$ cat config.mk
export PLATFORM = sky130hd
export DESIGN_NAME = urt_core
export DESIGN_NICKNAME = d
export VERILOG_FILES = /design/src/urt_pkg.sv /design/src/urt_core.sv
export VERILOG_INCLUDE_DIRS = /design/src /design/src/src
export SDC_FILE = /design/constraint.sdc
export NUM_CORES = 1
export LEC_CHECK = 0
export ABC_CLOCK_PERIOD_IN_PS = 3500
export BUFFER_PORTS_ARGS = -buffer_cell sky130_fd_sc_hd__buf_2
export CAP_MARGIN = 30
export CORE_ASPECT_RATIO = 0.8
export CORE_MARGIN = 2
export CORE_UTILIZATION = 61
export DETAILED_ROUTE_END_ITERATION = 8
export PLACE_DENSITY = 0.8
export SYNTH_ARGS = -nofsm -noshare
export SYNTH_HDL_FRONTEND = slang
export SYNTH_SLANG_ARGS = --single-unit
$ cat constraint.sdc
create_clock -name i_mclk -period 3.5 [get_ports i_mclk]
set_input_delay 0.175 -clock i_mclk [delete_from_list [all_inputs] [get_ports i_mclk]]
set_output_delay 0.175 -clock i_mclk [all_outputs]
set_load 0.03 [all_outputs]
$ cat src/urt_defs.svh
`ifndef URT_DEFS_SVH
`define URT_DEFS_SVH
// clock and top baud rate
`define URT_CLK_HZ 25000000
`define URT_MAX_BAUD 1000000
// smallest divider allowed: one bit of the fastest rate
`define URT_MIN_DIV (`URT_CLK_HZ / `URT_MAX_BAUD)
`define URT_DIV_RST 16'h00d9
// receive buffer depth in characters
`define URT_RX_DEPTH 6
// free slots at which request-to-send is withdrawn
`define URT_RTS_MARGIN 3'h2
`define URT_BITS 4'h8
`endif

$ cat src/urt_pkg.sv
package urt_pkg;
  // one character with its receive status
  typedef struct packed {
    logic [7:0] data;
    logic parity_err;
    logic frame_err;
  } urt_char_s;
  typedef enum logic [2:0] {
    ST_IDLE, ST_START, ST_DATA, ST_PAR, ST_STOP
  } urt_state_e;
endpackage : urt_pkg

$ cat src/urt_core.sv
`timescale 1ns/1ps
`include "urt_defs.svh"
// Function
// - full-duplex serial port with flow control at up to 1 Mbps.
// - with parity on, a ninth bit is sent and checked.
// - request-to-send is driven out and clear-to-send sampled in.
// - both handshake lines are active low.
// - data lines rest high when no character is sent.
// - a handshake line at 0 V counts as asserted.
// - the far side's transmit feeds our input, ours feeds its receive.
// - the transmit line is an output held high while idle.
// - the receive pin is pulled up so an open line reads idle.
// - after reset request-to-send is driven low to accept data.
// - clear-to-send is pulled down so an open line permits sending.
// - received characters are held in a six-character buffer.
// - framing and handshake follow the usual industry convention.
module urt_core
  import urt_pkg::*;
(
  // clock and reset
  input wire logic i_mclk,
  input wire logic i_rst,
  // configuration
  input wire logic [15:0] i_baud_div,
  input wire logic i_parity_en,
  input wire logic i_parity_odd,
  // serial pins
  input wire logic i_rx,
  output logic o_tx,
  output logic o_rx_pullup,
  input wire logic i_cts_n,
  output logic o_cts_pulldown,
  output logic o_rts_n,
  // user transmit side
  input wire logic i_tx_valid,
  input wire logic [7:0] i_tx_data,
  output logic o_tx_ready,
  // user receive side
  output logic o_rx_valid,
  output urt_char_s o_rx_char,
  input wire logic i_rx_ready
);
  // parity of a byte, used by both directions
  function automatic logic par_of(input logic [7:0] d, input logic odd);
    par_of = (^d) ^ odd;
  endfunction : par_of
  // divider clamped so the rate never exceeds the top rate
  logic [15:0] div;
  assign div = (i_baud_div < 16'(`URT_MIN_DIV)) ? 16'(`URT_MIN_DIV)
                                                : i_baud_div;
  // static pad controls: pull-up on receive, pull-down on clear-to-send
  always_ff @(posedge i_mclk or posedge i_rst) begin
    if (i_rst) begin
      o_rx_pullup <= 1'b1;
      o_cts_pulldown <= 1'b1;
    end else begin
      o_rx_pullup <= 1'b1;
      o_cts_pulldown <= 1'b1;
    end
  end
  // input synchronisers; first stage feeds only the second
  logic rx_s1_ff, rx_s2_ff, cts_s1_ff, cts_s2_ff, cts_on;
  always_ff @(posedge i_mclk or posedge i_rst) begin
    if (i_rst) begin
      rx_s1_ff <= 1'b1;
      rx_s2_ff <= 1'b1;
      cts_s1_ff <= 1'b1;
      cts_s2_ff <= 1'b1;
    end else begin
      rx_s1_ff <= i_rx;
      rx_s2_ff <= rx_s1_ff;
      cts_s1_ff <= i_cts_n;
      cts_s2_ff <= cts_s1_ff;
    end
  end
  assign cts_on = ~cts_s2_ff; // low level means asserted
  // ---- transmit: two-entry skid buffer in front of the shifter
  logic [7:0] tb_mem [0:1];
  logic tb_wp_ff, tb_rp_ff;
  logic [1:0] tb_cnt_ff;
  logic tx_take, tb_push, tx_par_ff, tx_tick;
  urt_state_e tx_st_ff;
  logic [15:0] tx_div_ff;
  logic [3:0] tx_bit_ff;
  logic [7:0] tx_sh_ff;
  assign tb_push = i_tx_valid & o_tx_ready;
  // a new character leaves only with clear-to-send asserted
  assign tx_take = (tx_st_ff == ST_IDLE) && (tb_cnt_ff != 2'h0)
                   && cts_on;
  always_ff @(posedge i_mclk or posedge i_rst) begin
    if (i_rst) begin
      tb_wp_ff <= 1'b0;
      tb_rp_ff <= 1'b0;
      tb_cnt_ff <= 2'h0;
      o_tx_ready <= 1'b1;
    end else begin
      if (tb_push) begin
        tb_mem[tb_wp_ff] <= i_tx_data;
        tb_wp_ff <= ~tb_wp_ff;
      end
      if (tx_take) begin
        tb_rp_ff <= ~tb_rp_ff;
      end
      tb_cnt_ff <= tb_cnt_ff + {1'b0, tb_push} - {1'b0, tx_take};
      o_tx_ready <= (tb_cnt_ff + {1'b0, tb_push} - {1'b0, tx_take})
                    != 2'h2;
    end
  end
  // transmit bit engine
  assign tx_tick = (tx_div_ff == 16'h0000);
  always_ff @(posedge i_mclk or posedge i_rst) begin
    if (i_rst) begin
      tx_st_ff <= ST_IDLE;
      tx_div_ff <= 16'h0000;
      tx_bit_ff <= 4'h0;
      tx_sh_ff <= 8'h00;
      tx_par_ff <= 1'b0;
      o_tx <= 1'b1;
    end else begin
      tx_div_ff <= tx_tick ? div - 16'h0001 : tx_div_ff - 16'h0001;
      case (tx_st_ff)
        ST_IDLE: begin
          o_tx <= 1'b1; // idle high
          if (tx_take) begin
            tx_sh_ff <= tb_mem[tb_rp_ff];
            tx_par_ff <= par_of(tb_mem[tb_rp_ff], i_parity_odd);
            tx_div_ff <= div - 16'h0001;
            o_tx <= 1'b0; // start bit
            tx_st_ff <= ST_DATA;
            tx_bit_ff <= 4'h0;
          end
        end
        ST_DATA: if (tx_tick) begin
          o_tx <= tx_sh_ff[0]; // lsb first
          tx_sh_ff <= {1'b0, tx_sh_ff[7:1]};
          tx_bit_ff <= tx_bit_ff + 4'h1;
          if (tx_bit_ff == `URT_BITS - 4'h1) begin
            tx_st_ff <= i_parity_en ? ST_PAR : ST_STOP;
          end
        end
        ST_PAR: if (tx_tick) begin
          o_tx <= tx_par_ff; // ninth bit
          tx_st_ff <= ST_STOP;
        end
        ST_STOP: if (tx_tick) begin
          o_tx <= 1'b1; // stop bit
          tx_st_ff <= ST_START;
        end
        ST_START: if (tx_tick) begin
          tx_st_ff <= ST_IDLE; // stop bit held a full period
        end
        default: tx_st_ff <= ST_IDLE;
      endcase
    end
  end
  // ---- receive engine, samples mid-bit
  urt_state_e rx_st_ff;
  logic [15:0] rx_div_ff;
  logic [3:0] rx_bit_ff;
  logic [7:0] rx_sh_ff;
  logic rx_perr_ff, rx_done;
  urt_char_s rx_new;
  always_ff @(posedge i_mclk or posedge i_rst) begin
    if (i_rst) begin
      rx_st_ff <= ST_IDLE;
      rx_div_ff <= 16'h0000;
      rx_bit_ff <= 4'h0;
      rx_sh_ff <= 8'h00;
      rx_perr_ff <= 1'b0;
      rx_done <= 1'b0;
      rx_new <= '0;
    end else begin
      rx_done <= 1'b0;
      if (rx_st_ff != ST_IDLE) begin
        rx_div_ff <= rx_div_ff - 16'h0001;
      end
      case (rx_st_ff)
        ST_IDLE: if (!rx_s2_ff) begin
          rx_div_ff <= {1'b0, div[15:1]};
          rx_st_ff <= ST_START;
        end
        ST_START: if (rx_div_ff == 16'h0000) begin
          rx_div_ff <= div - 16'h0001;
          rx_bit_ff <= 4'h0;
          rx_perr_ff <= 1'b0;
          // a glitch shorter than half a bit is dropped
          rx_st_ff <= rx_s2_ff ? ST_IDLE : ST_DATA;
        end
        ST_DATA: if (rx_div_ff == 16'h0000) begin
          rx_div_ff <= div - 16'h0001;
          rx_sh_ff <= {rx_s2_ff, rx_sh_ff[7:1]};
          rx_bit_ff <= rx_bit_ff + 4'h1;
          if (rx_bit_ff == `URT_BITS - 4'h1) begin
            rx_st_ff <= i_parity_en ? ST_PAR : ST_STOP;
          end
        end
        ST_PAR: if (rx_div_ff == 16'h0000) begin
          rx_div_ff <= div - 16'h0001;
          rx_perr_ff <= rx_s2_ff
                        != par_of(rx_sh_ff, i_parity_odd);
          rx_st_ff <= ST_STOP;
        end
        ST_STOP: if (rx_div_ff == 16'h0000) begin
          rx_new <= '{data: rx_sh_ff, parity_err: rx_perr_ff,
                      frame_err: ~rx_s2_ff};
          rx_done <= 1'b1;
          rx_st_ff <= ST_IDLE;
        end
        default: rx_st_ff <= ST_IDLE;
      endcase
    end
  end
  // ---- receive buffer, six characters
  urt_char_s rb_mem [0:`URT_RX_DEPTH-1];
  logic [2:0] rb_wp_ff, rb_rp_ff, rb_cnt_ff, nxt_rb_cnt;
  logic rb_push, rb_pop;
  assign rb_push = rx_done && (rb_cnt_ff != 3'(`URT_RX_DEPTH));
  assign rb_pop = (rb_cnt_ff != 3'h0) && (!o_rx_valid || i_rx_ready);
  assign nxt_rb_cnt = rb_cnt_ff + {2'h0, rb_push} - {2'h0, rb_pop};
  always_ff @(posedge i_mclk or posedge i_rst) begin
    if (i_rst) begin
      rb_wp_ff <= 3'h0;
      rb_rp_ff <= 3'h0;
      rb_cnt_ff <= 3'h0;
    end else begin
      if (rb_push) begin
        rb_mem[rb_wp_ff] <= rx_new;
        rb_wp_ff <= (rb_wp_ff == 3'(`URT_RX_DEPTH - 1)) ? 3'h0
                                                       : rb_wp_ff + 3'h1;
      end
      if (rb_pop) begin
        rb_rp_ff <= (rb_rp_ff == 3'(`URT_RX_DEPTH - 1)) ? 3'h0
                                                       : rb_rp_ff + 3'h1;
      end
      rb_cnt_ff <= nxt_rb_cnt;
    end
  end
  // output register stage toward the user
  always_ff @(posedge i_mclk or posedge i_rst) begin
    if (i_rst) begin
      o_rx_valid <= 1'b0;
      o_rx_char <= '0;
    end else if (rb_pop) begin
      o_rx_valid <= 1'b1;
      o_rx_char <= rb_mem[rb_rp_ff];
    end else if (i_rx_ready) begin
      o_rx_valid <= 1'b0;
    end
  end
  // request-to-send drops early: the far side may still send a few
  always_ff @(posedge i_mclk or posedge i_rst) begin
    if (i_rst) begin
      o_rts_n <= 1'b0; // ready right after reset
    end else begin
      o_rts_n <= (3'(`URT_RX_DEPTH) - nxt_rb_cnt)
                 <= `URT_RTS_MARGIN;
    end
  end
endmodule : urt_core

==> key figures <==
Outcome
  – Status: finished, final reports clean

Floorplanning
  – Die W: 136.3 µm
  – Chip height: 109.8 µm
  – Std-Cell Core Area: 13,600 µm²
  – Row cnt: 38
  – Die ar.: 14,970 µm²
  – Initial Utilization: 62.80%
  – Ports: 48

Worst setup path
  – Critical path fanouts, max: 5
  – CP max-delay cell: or4_4
  – Crit end category: register
  – Crit path arrival time: 3.66 ns
  – Crit path cell chain: dlygate4sd3_1 > buf_2 > or4_4 > or3_4 > or3_1 > o21ai_0 > ha_1 > nand4_1 > nor4_2 > xnor2_1 > o22ai_1 > a21o_2
  – Setup crit start kind: input pin
  – Highest cell delay on the worst timing path: 0.57 ns
  – Crit path kind: in -> reg
  – Crit path max-delay family: simple AND/OR/NAND/NOR gates
  – Worst path bufs/invs: 2
  – Data required, critical path: 3.82 ns

Routing
  – Wirelength, routed: 18,830 µm
  – Drt via density: 6.069
  – Vias: 5,935
  – Pre-antenna DRT Iters: 5
  – # DRC: 0
  – DR iter-0 viols: 573
  – Antenna-violating nets left: 0
  – Wire per inst: 19.26 µm

Yosys
  – #FFs+latches synth: 182
  – Mean Syn Cell Area: 11.67 µm²
  – Gate count of the mapped netlist: 732
  – Yosys warns: 0
  – Synth cell types: 73
  – Post-synth ARST share: 58.24%
  – Number of synthesized flops with an enable pin: 76
  – Ys flop type: dfrtp_1
  – Post-synthesis sequential area ratio: 57.88%
  – Synthesized area: 8539 µm²

Power
  – Share of total power in the clock network: 29.1%
  – Sequential fraction of design power: 44.9%
  – Worst VDD drop: 0.0006031 V
  – Switch share: 32.38%
  – Logic pwr share: 26.1%
  – Pleak: 3.948 nW
  – Pwr/cell area: 691.2 nW/µm²
  – Pint: 4.515 mW
  – Sw Pwr: 2.162 mW

Flow run
  – Max Cap Viol: 0

Placement
  – Port Buffers: 45
  – Dpl cells: 932
  – RD Place Congestion: 0.9806
  – HPWL Detailed: 12,970 µm

STA
  – Clk_skew: 0.008686 ns
  – Slew Limit Fails: 0
  – Minimum clock period after layout: 3.337 ns
  – # setup viols final: 0
  – Slew margin rel.: 25.69%
  – Setup Total Neg Slack: 0 ns
  – Peak Freq: 0.2997 GHz
  – Final period util: 95.34%
  – RSZ-0062 raised after global routing: false
  – Worst-Margin Slew: 1.104 ns
  – Final hold viol count: 0

Clock tree
  – Clk slew on worst S/H paths: 0.07 ns
  – Root Driver: clkbuf_16
  – CTS tree: built
  – Worst-case clock buffer depth: 2
  – Max H-tree Level: 4
  – Worst skew pair latency: 0.43 ns
  – Clk sinks: 182
  – CTS Buf Count: 17
  – Setup Fix Bufs, Post-CTS: 0

Layout
  – Nets: 831
  – Post-Route Utilization: 71.03%
  – Layout cells sized above 1: 16.79%
  – Fin cells: 978
  – Area Growth Syn to Fin: 13.11%
  – Ant diodes: 0

Hold path
  – Worst Hold Class: in -> reg

GRT
  – Largest net degree at the start of global routing: 65
  – GRT overflow: 0
  – Antenna violations before repair: 0
  – Total GRT Usage: 26.98%
  – First-pass GRT wire length: 29,990 µm
  – Vias in the first global route: 5,772
[worst register-to-register path, cell delays in order, from the launching register on]
cell and delay (ns):
dfrtp_1 0.81, nor3_1 0.18, nor4_1 0.87, nand2_1 0.15, xor2_1 0.28, o22ai_1 0.13, a21o_1 0.21
[area by class of cell]
type	count	area (µm²)
Sequential cell	182	4942
Clock inverter	11	150.1
Multi-Input combinational cell	498	3391
Tap cell	180	225.2
Fill cell	947	3939
Timing Repair Buffer	69	432.9
Clock buffer	21	450.4
Inverter	17	67.56
[placed cells by master (no fill, tap or decap), types with 7 or more instances in the layout]
master / netlist / routed
xnor2_1: 40 / 40
inv_1: 17 / 16
nor3_1: 21 / 21
mux4_2: 10 / 10
buf_4: 2 / 11
a21oi_1: 21 / 21
xor2_1: 21 / 21
ha_1: 13 / 13
o211ai_1: 9 / 9
nor4_1: 15 / 13
mux2_2: 11 / 11
clkbuf_16: 0 / 17
buf_2: 5 / 46
dfrtp_1: 100 / 100
o31ai_1: 8 / 7
dlygate4sd3_1: 0 / 12
nand2_1: 92 / 92
nand3_1: 22 / 22
mux2i_1: 20 / 20
nor2_1: 49 / 49
nand2b_1: 8 / 8
nand4_1: 7 / 7
o21ai_0: 38 / 38
edfxtp_1: 76 / 76
[power by group through the flow]
stage	clock (mW)	combinational, mW	sequential [mW]
after floorplan	0	1.28	2.96
after global placement	0	1.64	3.00
after detailed placement	0	1.70	3.02
after CTS	1.96	1.74	2.99
after global routing	2.06	1.91	3.05
final	1.94	1.74	3.00
[Yosys cell counts (15+ instances only)]
| cell type | n | area (µm²) |
|---|---|---|
| a21oi_1 | 21 | 105.1 |
| clkbuf_1 | 24 | 90.09 |
| dfrtp_1 | 100 | 2502 |
| edfxtp_1 | 76 | 2282 |
| inv_1 | 17 | 63.81 |
| mux2i_1 | 20 | 200.2 |
| nand2_1 | 92 | 345.3 |
| nand3_1 | 22 | 110.1 |
| nor2_1 | 49 | 183.9 |
| nor3_1 | 21 | 105.1 |
| nor4_1 | 15 | 93.84 |
| o21ai_0 | 38 | 190.2 |
| xnor2_1 | 40 | 350.3 |
| xor2_1 | 21 | 183.9 |
[through the flow]
step / power [mW] / area (µm²) / hold slack (ns) / setup WS [ns]
6_report: 6.676 / 9659 / 0.04518 / 0.1632
5_1_grt: 7.017 / 9659 / 0.05865 / 0.01993
4_1_cts: 6.692 / 9641 / 0.02815 / 0.2244
3_5_place_dp: 4.728 / 8920 / 0.2825 / 0.3264
3_3_place_gp: 4.639 / 8920 / 0.2794 / 0.3676
2_1_floorplan: 4.239 / 8547 / 0.1795 / 0.5869
[per-layer routing]
metal  part of all wire, %  routed length [µm]  global-route usage (%)  vias to the layer above
met5                     0                   0                       0                        -
met4                   1.5                 277                   6.696                        0
met3                   7.2                1360                   6.270                       23
met2                    46                8744                   41.92                      252
met1                    45                8451                   38.99                     2905
li1                      -                   -                       -                     2755
[timing repair]
| item | CTS | global route |
|---|---|---|
| setup endpoints to repair | 0 | 1 |
| hold endpoints to repair | 55 | 0 |
| hold buffers | 12 | 0 |
| resized for setup | 0 | 1 |
[final timing paths]
path	start	endpoint	slack, ns	cells after the start
setup / recovery	i_baud_div[13]	rx_div_ff[12]$_DFF_PP0_	0.16	12
hold / removal	i_rx_ready	o_rx_valid$_DFFE_PP0P_	0.05	3
setup reg to reg	rx_st_ff[2]$_DFFE_PP0P_	rx_div_ff[9]$_DFF_PP0_	0.75	6
hold reg to reg	cts_s1_ff$_DFF_PP1_	cts_s2_ff$_DFF_PP1_	0.36	0
max in group asynchronous	i_rst	o_rx_char[2]$_DFFE_PP0P_	1.74	5
min in group asynchronous	i_rst	rx_new[6]$_DFFE_PP0P_	0.51	4
[flip-flops by register name, indices dropped and copies added (netlist names), 2 cells and up]
name       cells
rb_rp_ff       3
rx_st_ff       3
rb_mem        60
tx_sh_ff       8
rx_sh_ff       8
tb_mem        16
rb_wp_ff       3
tx_div_ff     16
rx_div_ff     16
tx_bit_ff      4
o_rx_char     10
rb_cnt_ff      3
rx_new        10
tb_cnt_ff      2
rx_bit_ff      4
tx_st_ff       3
[cell families (layout without fill, tap and decap cells)]
logic type               Yosys count  in the layout  synth area share [%]
other                              1              2               0.04391
XOR/XNOR                          62             62                 6.447
flip-flops                       182            182                 57.88
multiplexers                      43             43                 6.696
buffers and inverters             53            118                 2.667
AO/OA/AOI/OAI                    122            122                 9.451
adder cells (fa/ha/maj)           14             14                 2.139
AND/OR/NAND/NOR                  255            255                 14.68
(Power assumes the default switching activity.)
